===== src/tdfs_regs.svh =====
// register offsets, field positions, reset values and limits of the
// turbo decoder format and stop block; included by its bare name
`ifndef TDFS_REGS_SVH
`define TDFS_REGS_SVH
`define TDFS_OFF_CTRL 8'h00
`define TDFS_OFF_ITER 8'h04
`define TDFS_OFF_CRC 8'h08
`define TDFS_OFF_POLY 8'h0C
`define TDFS_OFF_STAT 8'h10
`define TDFS_CTRL_GO 0
`define TDFS_CTRL_LITTLE 1
`define TDFS_CTRL_INTR 2
`define TDFS_CTRL_MSBF 3
`define TDFS_CTRL_RST 32'h0000_0002
`define TDFS_ITER_RST 32'h0000_0000
`define TDFS_CRC_RST 32'h0000_0000
`define TDFS_POLY_RST 32'h0000_0000
`define TDFS_MAX_ITER_ZERO 6'h20
`define TDFS_MIN_ITER_ZERO 6'h01
`define TDFS_IDX_BITS 15
`define TDFS_HW_BITS 16
`define TDFS_WORD_BITS 32
`define TDFS_SAMP_BITS 6
`define TDFS_RESP_OKAY 2'h0
`define TDFS_RESP_SLVERR 2'h2
`endif


===== src/tdfs_pkg.sv =====
// types shared by the format and stop block
// assumes tdfs_regs.svh is on the include path
package tdfs_pkg;
   typedef enum logic [2:0] {
      ST_IDLE, ST_MAP1, ST_MAP2, ST_HARD, ST_FINAL, ST_DONE
   } tdfs_state_e;

   typedef struct packed {
      logic [31:0] poly;
      logic [5:0] crcPolyLength;
      logic [4:0] crcConsecutivePassCount;
      logic [6:0] snrThr;
      logic [4:0] maxIter;
      logic [4:0] minIter;
      logic msbFirst;
      logic intrSel;
      logic little;
   } tdfs_cfg_s;

   typedef struct packed {
      logic [63:0] data;
      logic valid;
   } tdfs_dword_s;
endpackage


===== src/tdfs_endian.sv =====
// halfword rearrangement of one interleaver double word
// assumes halfword 0 sits in bits 15:0 of the incoming double word
`timescale 1ns/100ps
`include "tdfs_regs.svh"
module tdfs_endian
   import tdfs_pkg::*;
(
   // mode
   input wire logic little,
   input wire logic intrSel,
   // data
   input wire logic [63:0] dwIn,
   output logic [63:0] dwOut
);
   genvar g;
   generate
      for (g = 0; g < 4; g++) begin : gHw
         logic [1:0] src;
         always_comb begin
            if (little) begin
               src = 2'(g);
            end else if (intrSel) begin
               src = 2'(3 - g);
            end else begin
               src = 2'(g ^ 2);
            end
         end
         // top bit of each entry is unused and forced to zero
         assign dwOut[g*16 +: 16] = {1'b0, dwIn[src*16 +: `TDFS_IDX_BITS]};
      end
   endgenerate
endmodule


===== src/tdfs_pack.sv =====
// packs hard-decision bits into 32-bit words for the DMA side
// assumes one bit per cycle at most and a last marker on the final bit
`timescale 1ns/100ps
`include "tdfs_regs.svh"
module tdfs_pack
   import tdfs_pkg::*;
(
   // clock and reset
   input wire logic ref_clk,
   input wire logic arst_n,
   // decision stream
   input wire logic enable,
   input wire logic msbFirst,
   input wire logic bitIn,
   input wire logic bitValid,
   input wire logic bitLast,
   // packed words
   output logic [31:0] word,
   output logic wordValid
);
   logic [31:0] acc_r, acc_nxt;
   logic [4:0] cnt_r, cnt_nxt;
   logic odd_r, odd_nxt;
   logic pad_r, pad_nxt;
   logic [31:0] word_r, word_nxt;
   logic wv_r, wv_nxt;
   logic [31:0] accIn;

   always_comb begin
      accIn = acc_r;
      accIn[msbFirst ? 5'(31 - cnt_r) : cnt_r] = bitIn;
      acc_nxt = acc_r;
      cnt_nxt = cnt_r;
      odd_nxt = odd_r;
      pad_nxt = 1'b0;
      word_nxt = word_r;
      wv_nxt = 1'b0;
      if (pad_r) begin
         // odd word count is evened out with a zero word
         word_nxt = '0;
         wv_nxt = 1'b1;
         odd_nxt = 1'b0;
      end else if (enable && bitValid) begin
         if (cnt_r == 5'h1F || bitLast) begin
            word_nxt = accIn;
            wv_nxt = 1'b1;
            acc_nxt = '0;
            cnt_nxt = '0;
            odd_nxt = bitLast ? 1'b0 : !odd_r;
            pad_nxt = bitLast && !odd_r;
         end else begin
            acc_nxt = accIn;
            cnt_nxt = cnt_r + 5'h01;
         end
      end
   end

   always_ff @(posedge ref_clk or negedge arst_n) begin
      if (!arst_n) begin
         acc_r <= '0;
         cnt_r <= '0;
         odd_r <= 1'b0;
         pad_r <= 1'b0;
         word_r <= '0;
         wv_r <= 1'b0;
      end else begin
         acc_r <= acc_nxt;
         cnt_r <= cnt_nxt;
         odd_r <= odd_nxt;
         pad_r <= pad_nxt;
         word_r <= word_nxt;
         wv_r <= wv_nxt;
      end
   end

   assign word = word_r;
   assign wordValid = wv_r;
endmodule


===== src/tdfs_top.sv =====
// turbo decoder standalone data formatting and iteration stop control
// assumes MAP engine, decision source and sample store run on ref_clk
// How it works
// - index is 15 bits right-justified in halfword
// - interleaved sample j is read at entry j
// - big endian reorders halfwords; little leaves them
// - decisions packed one bit per 32-bit position
// - oldest decision at MSB or LSB, programmable
// - fixed iteration count or bounded stopping tests
// - SNR threshold 1..100 enables, 0 disables
// - ready event at max or when all enabled stop conditions hold
// - executed iteration count readable afterwards
// - nonzero CRC length enables CRC; pass count zero means one
// - each checked iteration computes decisions and CRC
// - CRC polynomial is programmable 32-bit value
// - CRC needs consecutive passes; failure restarts count
// - max zero means 32; stop at max
// - min zero means one; no earlier stop
// - SNR must exceed threshold on two consecutive MAPs
// - two MAPs per iteration, last runs first only
`timescale 1ns/100ps
`include "tdfs_regs.svh"
module tdfs_top
   import tdfs_pkg::*;
(
   // clock and reset
   input wire logic ref_clk,
   input wire logic arst_n,
   // AXI4-Lite register slave
   input wire logic [7:0] s_axi_awaddr,
   input wire logic s_axi_awvalid,
   output logic s_axi_awready,
   input wire logic [31:0] s_axi_wdata,
   input wire logic [3:0] s_axi_wstrb,
   input wire logic s_axi_wvalid,
   output logic s_axi_wready,
   output logic [1:0] s_axi_bresp,
   output logic s_axi_bvalid,
   input wire logic s_axi_bready,
   input wire logic [7:0] s_axi_araddr,
   input wire logic s_axi_arvalid,
   output logic s_axi_arready,
   output logic [31:0] s_axi_rdata,
   output logic [1:0] s_axi_rresp,
   output logic s_axi_rvalid,
   input wire logic s_axi_rready,
   // MAP engine
   output logic mapStart,
   output logic mapInterleaved,
   output logic [6:0] snrThreshold,
   input wire logic mapDone,
   input wire logic snrAbove,
   // hard decisions
   output logic hardStart,
   input wire logic decBit,
   input wire logic decValid,
   input wire logic decLast,
   // interleaver table and sample store
   input wire logic [63:0] tblData,
   input wire logic tblValid,
   output logic tblReady,
   output logic sampRdEn,
   output logic [14:0] sampRdAddr,
   input wire logic [5:0] sampRdData,
   output logic [5:0] ilvSample,
   output logic ilvValid,
   // DMA side
   output logic [31:0] decWord,
   output logic decWordValid,
   output logic decoderReceiveReadyEvent
);
   tdfs_cfg_s cfg_r, cfg_nxt;
   logic go;

   // register slave
   logic [7:0] awAddr_r, awAddr_nxt;
   logic awHeld_r, awHeld_nxt;
   logic [31:0] wData_r, wData_nxt;
   logic [3:0] wStrb_r, wStrb_nxt;
   logic wHeld_r, wHeld_nxt;
   logic bValid_r, bValid_nxt;
   logic [1:0] bResp_r, bResp_nxt;
   logic rValid_r, rValid_nxt;
   logic [31:0] rData_r, rData_nxt;
   logic [1:0] rResp_r, rResp_nxt;
   logic doWrite;
   logic [31:0] ctrlRd, iterRd, crcRd, statRd, merged;

   // stop control
   tdfs_state_e st_r, st_nxt;
   logic [5:0] iter_r, iter_nxt;
   logic [5:0] iterRun_r, iterRun_nxt;
   logic snrPrev_r, snrPrev_nxt;
   logic snrMet_r, snrMet_nxt;
   logic [4:0] crcCnt_r, crcCnt_nxt;
   logic [31:0] crc_r, crc_nxt;
   logic decPass_r, decPass_nxt;
   logic done_r, done_nxt;
   logic evt_r, evt_nxt;
   logic mapStart_r, mapStart_nxt;
   logic hardStart_r, hardStart_nxt;
   logic [5:0] maxEff, minEff, iterInc, lenM1;
   logic [4:0] passReq;
   logic snrEn, crcEn, crcMet, earlyOk, fb;
   logic [31:0] lenMask, crcStep;

   // interleaver path
   logic [63:0] dwSwap;
   logic [63:0] dw_r, dw_nxt;
   logic dwHeld_r, dwHeld_nxt;
   logic [1:0] hw_r, hw_nxt;
   logic rdEn_r, rdEn_nxt;
   logic [14:0] rdAddr_r, rdAddr_nxt;
   logic [5:0] ilv_r, ilv_nxt;
   logic ilvV_r, ilvV_nxt;

   assign ctrlRd = {28'h000_0000, cfg_r.msbFirst, cfg_r.intrSel, cfg_r.little, 1'b0};
   assign iterRd = {9'h000, cfg_r.snrThr, 3'h0, cfg_r.maxIter, 3'h0, cfg_r.minIter};
   assign crcRd = {19'h0_0000, cfg_r.crcConsecutivePassCount, 2'h0, cfg_r.crcPolyLength};
   assign statRd = {21'h00_0000, done_r, st_r != ST_IDLE, decPass_r, 2'h0, iterRun_r};

   always_comb begin
      awAddr_nxt = awAddr_r;
      awHeld_nxt = awHeld_r;
      wData_nxt = wData_r;
      wStrb_nxt = wStrb_r;
      wHeld_nxt = wHeld_r;
      bValid_nxt = bValid_r && !s_axi_bready;
      bResp_nxt = bResp_r;
      rValid_nxt = rValid_r && !s_axi_rready;
      rData_nxt = rData_r;
      rResp_nxt = rResp_r;
      cfg_nxt = cfg_r;
      go = 1'b0;
      merged = '0;
      if (s_axi_awvalid && s_axi_awready) begin
         awAddr_nxt = s_axi_awaddr;
         awHeld_nxt = 1'b1;
      end
      if (s_axi_wvalid && s_axi_wready) begin
         wData_nxt = s_axi_wdata;
         wStrb_nxt = s_axi_wstrb;
         wHeld_nxt = 1'b1;
      end
      if (doWrite) begin
         awHeld_nxt = 1'b0;
         wHeld_nxt = 1'b0;
         bValid_nxt = 1'b1;
         bResp_nxt = `TDFS_RESP_OKAY;
         unique case (awAddr_r)
            `TDFS_OFF_CTRL: merged = ctrlRd;
            `TDFS_OFF_ITER: merged = iterRd;
            `TDFS_OFF_CRC: merged = crcRd;
            `TDFS_OFF_POLY: merged = cfg_r.poly;
            `TDFS_OFF_STAT: merged = statRd;
            default: bResp_nxt = `TDFS_RESP_SLVERR;
         endcase
         for (int i = 0; i < 4; i++) begin
            if (wStrb_r[i]) begin
               merged[i*8 +: 8] = wData_r[i*8 +: 8];
            end
         end
         unique case (awAddr_r)
            `TDFS_OFF_CTRL: begin
               go = wStrb_r[0] && wData_r[`TDFS_CTRL_GO];
               cfg_nxt.little = merged[`TDFS_CTRL_LITTLE];
               cfg_nxt.intrSel = merged[`TDFS_CTRL_INTR];
               cfg_nxt.msbFirst = merged[`TDFS_CTRL_MSBF];
            end
            `TDFS_OFF_ITER: begin
               cfg_nxt.minIter = merged[4:0];
               cfg_nxt.maxIter = merged[12:8];
               cfg_nxt.snrThr = merged[22:16];
            end
            `TDFS_OFF_CRC: begin
               cfg_nxt.crcPolyLength = merged[5:0] > 6'h20 ? 6'h20 : merged[5:0];
               cfg_nxt.crcConsecutivePassCount = merged[12:8];
            end
            `TDFS_OFF_POLY: cfg_nxt.poly = merged;
            default: ;
         endcase
      end
      if (s_axi_arvalid && s_axi_arready) begin
         rValid_nxt = 1'b1;
         rResp_nxt = `TDFS_RESP_OKAY;
         unique case (s_axi_araddr)
            `TDFS_OFF_CTRL: rData_nxt = ctrlRd;
            `TDFS_OFF_ITER: rData_nxt = iterRd;
            `TDFS_OFF_CRC: rData_nxt = crcRd;
            `TDFS_OFF_POLY: rData_nxt = cfg_r.poly;
            `TDFS_OFF_STAT: rData_nxt = statRd;
            default: begin
               rData_nxt = '0;
               rResp_nxt = `TDFS_RESP_SLVERR;
            end
         endcase
      end
   end

   assign doWrite = awHeld_r && wHeld_r && !bValid_r;
   assign s_axi_awready = !awHeld_r;
   assign s_axi_wready = !wHeld_r;
   assign s_axi_arready = !rValid_r;

   // stop evaluation only after the first MAP, so the last iteration ends there
   assign maxEff = cfg_r.maxIter == 5'h00 ? `TDFS_MAX_ITER_ZERO : {1'b0, cfg_r.maxIter};
   assign minEff = cfg_r.minIter == 5'h00 ? `TDFS_MIN_ITER_ZERO : {1'b0, cfg_r.minIter};
   assign passReq = cfg_r.crcConsecutivePassCount == 5'h00 ? 5'h01 : cfg_r.crcConsecutivePassCount;
   assign snrEn = cfg_r.snrThr != 7'h00;
   assign crcEn = cfg_r.crcPolyLength != 6'h00;
   assign crcMet = crcCnt_r >= passReq;
   assign iterInc = iter_r + 6'h01;
   assign lenM1 = cfg_r.crcPolyLength - 6'h01;
   assign lenMask = cfg_r.crcPolyLength[5] ? 32'hFFFF_FFFF
                    : ((32'h0000_0001 << cfg_r.crcPolyLength[4:0]) - 32'h0000_0001);
   assign fb = crc_r[lenM1[4:0]] ^ decBit;
   assign crcStep = ((crc_r << 1) ^ (fb ? cfg_r.poly : 32'h0000_0000)) & lenMask;

   always_comb begin
      st_nxt = st_r;
      iter_nxt = iter_r;
      iterRun_nxt = iterRun_r;
      snrPrev_nxt = snrPrev_r;
      snrMet_nxt = snrMet_r;
      crcCnt_nxt = crcCnt_r;
      crc_nxt = crc_r;
      decPass_nxt = decPass_r;
      done_nxt = done_r;
      evt_nxt = 1'b0;
      mapStart_nxt = 1'b0;
      hardStart_nxt = 1'b0;
      earlyOk = (snrEn || crcEn) && (!snrEn || snrMet_r) && (!crcEn || crcMet)
                && iter_r >= minEff;
      unique case (st_r)
         ST_IDLE: begin
            if (go) begin
               st_nxt = ST_MAP1;
               mapStart_nxt = 1'b1;
               iter_nxt = '0;
               snrPrev_nxt = 1'b0;
               snrMet_nxt = 1'b0;
               crcCnt_nxt = '0;
               decPass_nxt = 1'b0;
               done_nxt = 1'b0;
            end
         end
         ST_MAP1: begin
            if (mapDone) begin
               iter_nxt = iterInc;
               snrPrev_nxt = snrAbove;
               snrMet_nxt = snrEn && snrAbove && snrPrev_r;
               hardStart_nxt = 1'b1;
               if (iterInc >= maxEff) begin
                  st_nxt = ST_FINAL;
               end else if (crcEn && iterInc >= minEff) begin
                  st_nxt = ST_HARD;
                  crc_nxt = '0;
               end else begin
                  st_nxt = ST_MAP2;
                  hardStart_nxt = 1'b0;
                  mapStart_nxt = 1'b1;
               end
            end
         end
         ST_HARD: begin
            if (decValid) begin
               crc_nxt = crcStep;
               if (decLast) begin
                  // a failing frame restarts the run of passes
                  crcCnt_nxt = crcStep == 32'h0000_0000 ? crcCnt_r + 5'h01 : 5'h00;
                  st_nxt = ST_MAP2;
                  mapStart_nxt = 1'b1;
               end
            end
         end
         ST_MAP2: begin
            if (earlyOk) begin
               st_nxt = ST_FINAL;
               hardStart_nxt = 1'b1;
            end else if (mapDone) begin
               snrPrev_nxt = snrAbove;
               st_nxt = ST_MAP1;
               mapStart_nxt = 1'b1;
            end
         end
         ST_FINAL: begin
            if (decValid && decLast) begin
               st_nxt = ST_DONE;
            end
         end
         ST_DONE: begin
            st_nxt = ST_IDLE;
            evt_nxt = 1'b1;
            done_nxt = 1'b1;
            iterRun_nxt = iter_r;
            decPass_nxt = crcEn && crcMet;
         end
      endcase
   end

   // a pending early stop is acted on before the second MAP is started
   assign mapStart = mapStart_r && !(st_r == ST_MAP2 && earlyOk);
   assign mapInterleaved = st_r == ST_MAP2;
   assign snrThreshold = cfg_r.snrThr;
   assign hardStart = hardStart_r;
   assign decoderReceiveReadyEvent = evt_r;

   tdfs_endian uEndian (
      .little(cfg_r.little),
      .intrSel(cfg_r.intrSel),
      .dwIn(tblData),
      .dwOut(dwSwap)
   );

   always_comb begin
      dw_nxt = dw_r;
      dwHeld_nxt = dwHeld_r;
      hw_nxt = hw_r;
      rdEn_nxt = 1'b0;
      rdAddr_nxt = rdAddr_r;
      ilv_nxt = ilv_r;
      ilvV_nxt = rdEn_r;
      if (rdEn_r) begin
         ilv_nxt = sampRdData;
      end
      if (tblValid && !dwHeld_r) begin
         dw_nxt = dwSwap;
         dwHeld_nxt = 1'b1;
         hw_nxt = '0;
      end else if (dwHeld_r) begin
         rdEn_nxt = 1'b1;
         rdAddr_nxt = dw_r[hw_r*16 +: `TDFS_IDX_BITS];
         hw_nxt = hw_r + 2'h1;
         dwHeld_nxt = hw_r != 2'h3;
      end
   end

   assign tblReady = !dwHeld_r;
   assign sampRdEn = rdEn_r;
   assign sampRdAddr = rdAddr_r;
   assign ilvSample = ilv_r;
   assign ilvValid = ilvV_r;

   tdfs_pack uPack (
      .ref_clk(ref_clk),
      .arst_n(arst_n),
      .enable(st_r == ST_FINAL),
      .msbFirst(cfg_r.msbFirst),
      .bitIn(decBit),
      .bitValid(decValid),
      .bitLast(decLast),
      .word(decWord),
      .wordValid(decWordValid)
   );

   always_ff @(posedge ref_clk or negedge arst_n) begin
      if (!arst_n) begin
         cfg_r <= {`TDFS_POLY_RST, 6'(`TDFS_CRC_RST), 5'(`TDFS_CRC_RST >> 8),
                   7'(`TDFS_ITER_RST >> 16), 5'(`TDFS_ITER_RST >> 8), 5'(`TDFS_ITER_RST),
                   3'(`TDFS_CTRL_RST >> 1)};
         awAddr_r <= '0;
         awHeld_r <= 1'b0;
         wData_r <= '0;
         wStrb_r <= '0;
         wHeld_r <= 1'b0;
         bValid_r <= 1'b0;
         bResp_r <= '0;
         rValid_r <= 1'b0;
         rData_r <= '0;
         rResp_r <= '0;
         st_r <= ST_IDLE;
         iter_r <= '0;
         iterRun_r <= '0;
         snrPrev_r <= 1'b0;
         snrMet_r <= 1'b0;
         crcCnt_r <= '0;
         crc_r <= '0;
         decPass_r <= 1'b0;
         done_r <= 1'b0;
         evt_r <= 1'b0;
         mapStart_r <= 1'b0;
         hardStart_r <= 1'b0;
         dw_r <= '0;
         dwHeld_r <= 1'b0;
         hw_r <= '0;
         rdEn_r <= 1'b0;
         rdAddr_r <= '0;
         ilv_r <= '0;
         ilvV_r <= 1'b0;
      end else begin
         cfg_r <= cfg_nxt;
         awAddr_r <= awAddr_nxt;
         awHeld_r <= awHeld_nxt;
         wData_r <= wData_nxt;
         wStrb_r <= wStrb_nxt;
         wHeld_r <= wHeld_nxt;
         bValid_r <= bValid_nxt;
         bResp_r <= bResp_nxt;
         rValid_r <= rValid_nxt;
         rData_r <= rData_nxt;
         rResp_r <= rResp_nxt;
         st_r <= st_nxt;
         iter_r <= iter_nxt;
         iterRun_r <= iterRun_nxt;
         snrPrev_r <= snrPrev_nxt;
         snrMet_r <= snrMet_nxt;
         crcCnt_r <= crcCnt_nxt;
         crc_r <= crc_nxt;
         decPass_r <= decPass_nxt;
         done_r <= done_nxt;
         evt_r <= evt_nxt;
         mapStart_r <= mapStart_nxt;
         hardStart_r <= hardStart_nxt;
         dw_r <= dw_nxt;
         dwHeld_r <= dwHeld_nxt;
         hw_r <= hw_nxt;
         rdEn_r <= rdEn_nxt;
         rdAddr_r <= rdAddr_nxt;
         ilv_r <= ilv_nxt;
         ilvV_r <= ilvV_nxt;
      end
   end

   assign s_axi_bvalid = bValid_r;
   assign s_axi_bresp = bResp_r;
   assign s_axi_rvalid = rValid_r;
   assign s_axi_rdata = rData_r;
   assign s_axi_rresp = rResp_r;
endmodule


===== config.mk =====
export PLATFORM = sky130hd
export DESIGN_NAME = tdfs_top
export DESIGN_NICKNAME = d
export VERILOG_FILES = /design/src/tdfs_pkg.sv /design/src/tdfs_endian.sv /design/src/tdfs_pack.sv /design/src/tdfs_top.sv
export VERILOG_INCLUDE_DIRS = /design/src
export SDC_FILE = /design/constraint.sdc
export NUM_CORES = 1
export LEC_CHECK = 0
export ABC_AREA = 1
export BUFFER_PORTS_ARGS = -buffer_cell sky130_fd_sc_hd__buf_4
export CAP_MARGIN = 20
export CORE_UTILIZATION = 40
export DETAILED_ROUTE_END_ITERATION = 10
export PLACE_DENSITY = 0.56
export SYNTH_ARGS = -nofsm -noshare
export SYNTH_HDL_FRONTEND = slang
export SYNTH_HIERARCHICAL = 1
export SYNTH_SLANG_ARGS = --single-unit

===== constraint.sdc =====
create_clock -name ref_clk -period 7.8 [get_ports ref_clk]
set_input_delay 0.78 -clock ref_clk [delete_from_list [all_inputs] [get_ports ref_clk]]
set_output_delay 0.78 -clock ref_clk [all_outputs]
set_load 0.005 [all_outputs]

==> results of run 1 <==
## per-stage QoR
stage / utilization / hold WS (ns) / std cells / cell area (um2) / total power [W]
2_1_floorplan: - / 0.394 / 2655 / 20600 / 0.00463
3_3_place_gp: 0.448 / 0.434 / 3452 / 22600 / 0.00556
3_5_place_dp: 0.449 / 0.442 / 3453 / 22700 / 0.00564
4_1_cts: 0.475 / 0.272 / 3528 / 24000 / 0.00759
5_1_grt: 0.475 / 0.321 / 3528 / 24000 / 0.00807
6_report: 0.475 / 0.242 / 3528 / 24000 / 0.00753
## critical path: cells and delay by family (launching register included)
family | cells | cell delay [ns]
adder cells (fa/ha/maj) | 1 | 0.38
AO/OA/AOI/OAI | 5 | 1.49
flip-flops | 1 | 0.39
AND/OR/NAND/NOR | 4 | 0.42
buffers and inverters | 2 | 0.16
## sequential cells by signal (all words and copies together), names as in the netlist, 2 cells and up
register	count
hw_r	2
s_axi_rdata	32
cfg_r	56
ilvSample	6
iter_r	6
sampRdAddr	15
dw_r	60
snrThreshold	7
wData_r	32
uPack/acc_r	32
st_r	3
crc_r	32
crcCnt_r	5
uPack/cnt_r	5
wStrb_r	4
iterRun_r	6
awAddr_r	8
uPack/word	32
## cell type report
class / instances / area (um2) / area share
clock buffer: 64 / 1220 / 0.0511
timing repair buffer: 257 / 1970 / 0.0821
clock inverter: 11 / 95.1 / 0.00396
tap: 672 / 841 / 0.0351
inverter: 234 / 888 / 0.0370
multi-input combinational: 1928 / 9910 / 0.413
sequential: 362 / 9060 / 0.378
## worst paths after layout
path,from,end,slack (ns)
worst min-delay path,arst_n,dw_r[3],0.24
max in group asynchronous,arst_n,wData_r[8],6.07
worst min register to register,uPack/odd_r,uPack/pad_r,0.45
worst max register to register,cfg_r[25],crcCnt_r[3],3.92
worst max-delay path,cfg_r[24],mapStart,3.59
min in group ref_clk,s_axi_bready,s_axi_bvalid,0.38
## layout by cell type (no fill, tap or decap), drive strengths merged, types with 72 or more instances in the layout
cell / n
o22ai: 78
dfrtp: 361
a21oi: 72
inv: 231
mux2: 81
buf: 257
o21ai: 144
nor2: 173
nand2: 841
nand3: 325
## power by group through the flow
stage / Combinational, W / Clock, W / Sequential, W
final: 0.00282 / 0.00192 / 0.00278
after global routing: 0.00315 / 0.00205 / 0.00286
after CTS: 0.00283 / 0.00198 / 0.00279
after detailed placement: 0.00282 / 0 / 0.00282
after global placement: 0.00275 / 0 / 0.00280
after floorplan: 0.00196 / 0 / 0.00267
## layer usage
| layer | track usage | vias to the layer above |
|---|---|---|
| met5 | 0 | - |
| met4 | 0.0696 | 0 |
| met3 | 0.0359 | 108 |
| met2 | 0.379 | 624 |
| met1 | 0.335 | 9114 |
| li1 | - | 9113 |
==> impl_metrics.csv, run 1 <==
group,metric,value,unit
worst_setup_path,critical_path_class,"register to primary output",
drt,wl_met3,4.01,mm
clocking,root_buffer,"clkbuf_16",
floorplan,die-width,229,um
worst_setup_path,crit_required,7.02,ns
timing,slew_violations,0,
final_layout,antenna_cells,0,
synth,syn_inst,2654,
worst_setup_path,start_kind,"register",
pwr,p_int,0.00459,W
global_route,antenna_found_initial,0,
pwr,seqPwrFrac,0.370,
pwr,power_frac_comb,0.375,
timing,setup_viol,0,
final_layout,area_growth,16.5,%
worst_setup_path,crit_path_top_delay_cell,"o41ai_1",
pwr,power_density,314,nW/um2
drt,wl_met2,28.2,mm
global_route,grt_max_degree,140,
worst_setup_path,worstPathMaxFanout,4,
clocking,cts_tree,"done",
timing,fmax,0.237,GHz
placed_design,gp_congestion,0.896,
outcome,outcome,"finished clean",
timing,finalClockSkew,0.0137,ns
placed_design,hpwl,44.2,mm
clocking,cts_hold_buf,0,
timing,layout_setup_ws,3.59,ns
timing,period_minus_slack,4.21,ns
pwr,power_switching,0.00295,W
worst_setup_path,critical_path_arrival,3.43,ns
clocking,cts_made_buffers,43,
global_route,track_usage,0.238,
pwr,power_frac_clock,0.255,
worst_setup_path,critical_path.most_common_cell,"nand2_1",
global_route,grt_pass1_wl,100,mm
timing,final.period_utilization,0.540,
clocking,insertion_delay,0.58,ns
drt,drt_iter0_drc,1494,
clocking,cts.reportedPaths.clkPinSlew,0.06,ns
worst_hold_path,holdCritPathClass,"input pin to async pin",
floorplan,io_pins,244,
timing,slew-limit-headroom,0.294,
global_route,grt_pass1_vias,18200,
worst_setup_path,path_cells,"o41ai_1 > ha_1 > o21a_1 > o21a_1 > o21ai_0 > nand2_1 > a21oi_1 > nand2_1 > nand4_1 > nand2_1 > inv_1 > buf_4",
timing,grt_setup_unrepaired,"false",
floorplan,initial_core_util,0.408,
drt,wl_met1,28.8,mm
clocking,cts_setup_buffers,0,
worst_setup_path,end_kind,"primary output",
clocking,clock_path_buffers,3,
timing,hold_viol_final,0,
synth,synth_area,20600,um2
pwr,p_sw_frac,0.391,
clocking,cts_max_level,2,
drt,wl,62.4,mm
worst_setup_path,r2r_cells,20,
floorplan,dieArea,52400,um2
final_layout,drive_gt1_frac,0.169,
placed_design,numPortBuffers,237,
floorplan,die_y,229,um
drt,drt-pass1-iter-count,5,
job,maxCapViolCount,0,
drt,top_layer,"met4",
global_route,grt-ovfl-total,0,
worst_setup_path,max_stage_delay,0.79,ns
synth,yosysWarnings,6,
final_layout,nets,2993,
floorplan,coreArea,50500,um2
drt,drc,0,
clocking,cts_sinks,362,
pwr,leakage,12.1,nW
drt,wire_per_inst,17.7,um
clocking,cts_resized,0,
timing,tightest_slew,1.06,ns
pwr,peakVddDrop,0.157,mV
timing,finalSetupTns,0,ns
final_layout,n_fill_cell,4990,
floorplan,rows,82,
synth,postSynthAreaPerCell,7.75,um2
drt,ant_nets,0,
drt,vias,19000,
drt,via_per_inst,5.37,
placed_design,pre_cts_slack,3.91,ns
Power figures use the tool's default switching activity.
==> inputs of run 2 (changes only) <==
==> constraint.sdc (replaced) <==
create_clock -name ref_clk -period 4.2 [get_ports ref_clk]
set_input_delay 0.42 -clock ref_clk [delete_from_list [all_inputs] [get_ports ref_clk]]
set_output_delay 0.42 -clock ref_clk [all_outputs]
set_load 0.005 [all_outputs]
==> run 2 against run 1 <==
Critical path depth unchanged. Flip-flop and latch count unchanged. Clock power increased by 97%. Cell count increased by 0.60%. Clock skew increased by 0.0077 ns. Via count increased by 0.34%. Total power increased by 89%. Non-clock buffer count increased by 17. Sequential power increased by 86%.
==> impl_metrics.csv, run 2 (same netlist as run 1, synthesis figures left out) <==
group,metric,value,unit
timing,setup_viol,0,
global_route,grt_pass1_vias,18200,
timing,timing.hold.ws,0.0340,ns
worst_setup_path,crit_required,3.78,ns
clocking,cts_made_buffers,44,
clocking,cts_resized,0,
pwr,peakVddDrop,0.395,mV
worst_hold_path,hold_start,"s_axi_rready",
worst_setup_path,path_cells,"o41ai_1 > ha_1 > o21a_1 > o21a_1 > o21ai_0 > nand2_1 > a21oi_1 > nand2_1 > nand4_1 > nand2_1 > inv_1 > buf_4",
floorplan,rows,82,
final_layout,reg_top3,"dw_r x60, cfg_r x56",
pwr,power_density,587,nW/um2
timing,tightest_slew,1.07,ns
drt,wire_per_inst,17.9,um
worst_setup_path,critical_path.most_common_cell,"nand2_1",
final_layout,multi_input_area,9910,um2
final_layout,final_cell_mix,"825 x nand2_1, 361 x dfrtp_1, 309 x nand3_1",
global_route,antenna_found_initial,0,
final_layout,largest_reg_flops,60,
drt,wl,63.5,mm
drt,vias,19000,
worst_hold_path,holdCritPathClass,"input pin to register",
drt,via_per_inst,5.36,
worst_setup_path,r2r_slack,0.82,ns
clocking,cts.reportedPaths.clkPinSlew,0.06,ns
drt,drt_iter0_drc,1505,
timing,slew_violations,0,
timing,period_minus_slack,3.76,ns
clocking,insertion_delay,0.58,ns
outcome,outcome,"finished clean",
timing,grt_setup_unrepaired,"false",
clocking,cts_tree,"done",
timing,hold_viol_final,0,
worst_setup_path,worstPathMaxFanout,4,
final_layout,n_fill_cell,5083,
final_layout,nets,3011,
timing,slew-limit-headroom,0.278,
clocking,cts_max_level,2,
clocking,root_buffer,"clkbuf_16",
worst_setup_path,r2r-start,"cfg_r[28]",
job,maxCapViolCount,0,
floorplan,die_y,229,um
drt,drt-pass1-iter-count,6,
placed_design,gp_congestion,0.892,
placed_design,placed_cell_area,22800,um2
floorplan,die-width,229,um
final_layout,regArea,9060,um2
timing,finalClockSkew,0.0213,ns
final_layout,final_common_cell,"nand2_1",
placed_design,hpwl,45.5,mm
worst_hold_path,holdPathEnd,"s_axi_rvalid",
floorplan,coreArea,50500,um2
worst_setup_path,reg2reg_to,"crcCnt_r[1]",
drt,ant_nets,0,
worst_setup_path,r2r_cells,18,
drt,drc,0,
worst_setup_path,end_kind,"primary output",
clocking,clock_path_buffers,3,
timing,fmax,0.266,GHz
final_layout,antenna_cells,0,
final_layout,area_growth,17.9,%
floorplan,initial_core_util,0.408,
final_layout,drive_gt1_frac,0.177,
placed_design,numPortBuffers,237,
worst_setup_path,max_stage_delay,0.73,ns
worst_setup_path,critical_path_arrival,3.34,ns
worst_setup_path,critical_path_class,"register to primary output",
clocking,cts_setup_buffers,0,
final_layout,largest-register,"dw_r",
worst_setup_path,start_kind,"register",
timing,final.period_utilization,0.896,
global_route,grt_pass1_wl,102,mm
pwr,leakage,12.2,nW
worst_setup_path,crit_path_top_delay_cell,"o41ai_1",
global_route,grt_max_degree,103,
global_route,track_usage,0.241,
floorplan,io_pins,244,
global_route,grt-ovfl-total,0,
timing,finalSetupTns,0,ns
clocking,cts_sinks,362,
floorplan,dieArea,52400,um2
final_layout,stdcell_area,24300,um2
worst_hold_path,worstHoldPathCells,2,
## run 2: changes by cell type in the layout (fill, tap and decap cells not counted), moves of 2 or more
cell	before	now
buf_12	1	3
clkinv_2	8	11
dlygate4sd3_1	0	2
buf_4	254	266
clkbuf_8	7	12
clkbuf_1	14	7
clkbuf_16	43	45
clkinvlp_4	0	2
## run 2: power by group
part | switching, W | internal [W]
clock | 0.00155 | 0.00223
combinational | 0.00331 | 0.00199
sequential | 0.000676 | 0.00448
total | 0.00553 | 0.00870
## run 2: cell type report
class,instances,area share
Clock inverter,15,0.00480
Timing Repair Buffer,274,0.0880
Multi-Input combinational cell,1928,0.408
Clock buffer,64,0.0543
Tap cell,672,0.0346
Inverter,234,0.0366
Sequential cell,362,0.373
## run 2: worst max path at each step
stage,startpoint,to,cells after the start
5_1_grt,cfg_r[24],mapStart,12
6_report,cfg_r[24],mapStart,12
3_5_place_dp,cfg_r[25],crcCnt_r[3],17
3_3_place_gp,cfg_r[25],crcCnt_r[2],18
4_1_cts,cfg_r[24],mapStart,12
2_1_floorplan,cfg_r[25],crcCnt_r[0],23
## run 2: stage by stage
step | total power (W) | cells | utilization | worst slack, ns
after global placement | 0.0104 | 3466 | 0.451 | 0.903
after CTS | 0.0144 | 3548 | 0.480 | 0.447
final | 0.0142 | 3549 | 0.481 | 0.437
after floorplan | 0.00860 | 2655 | - | 1.33
after global routing | 0.0152 | 3549 | 0.481 | 0.380
after detailed placement | 0.0105 | 3467 | 0.452 | 0.848
## run 2: routing by layer
| layer | global-route usage | part of all wire |
|---|---|---|
| met3 | 0.0387 | 0.066 |
| met2 | 0.386 | 0.46 |
| met4 | 0.0663 | 0.019 |
| met1 | 0.337 | 0.45 |
| met5 | 0 | 0 |
## run 2: critical path, delay by kind of cell, from the launching register on
| family | cells | cell delay [ns] |
|---|---|---|
| adders and majority gates | 1 | 0.37 |
| and+or+nand+nor | 4 | 0.44 |
| buffers and inverters | 2 | 0.15 |
| DFF | 1 | 0.40 |
| AOI/OAI and AO/OA | 5 | 1.40 |
## run 2: what timing repair did
action                                  in CTS  in global routing
hold endpoints to repair                    66                  0
hold buffers                                 2                  0
endpoints found under the setup margin       0                  0
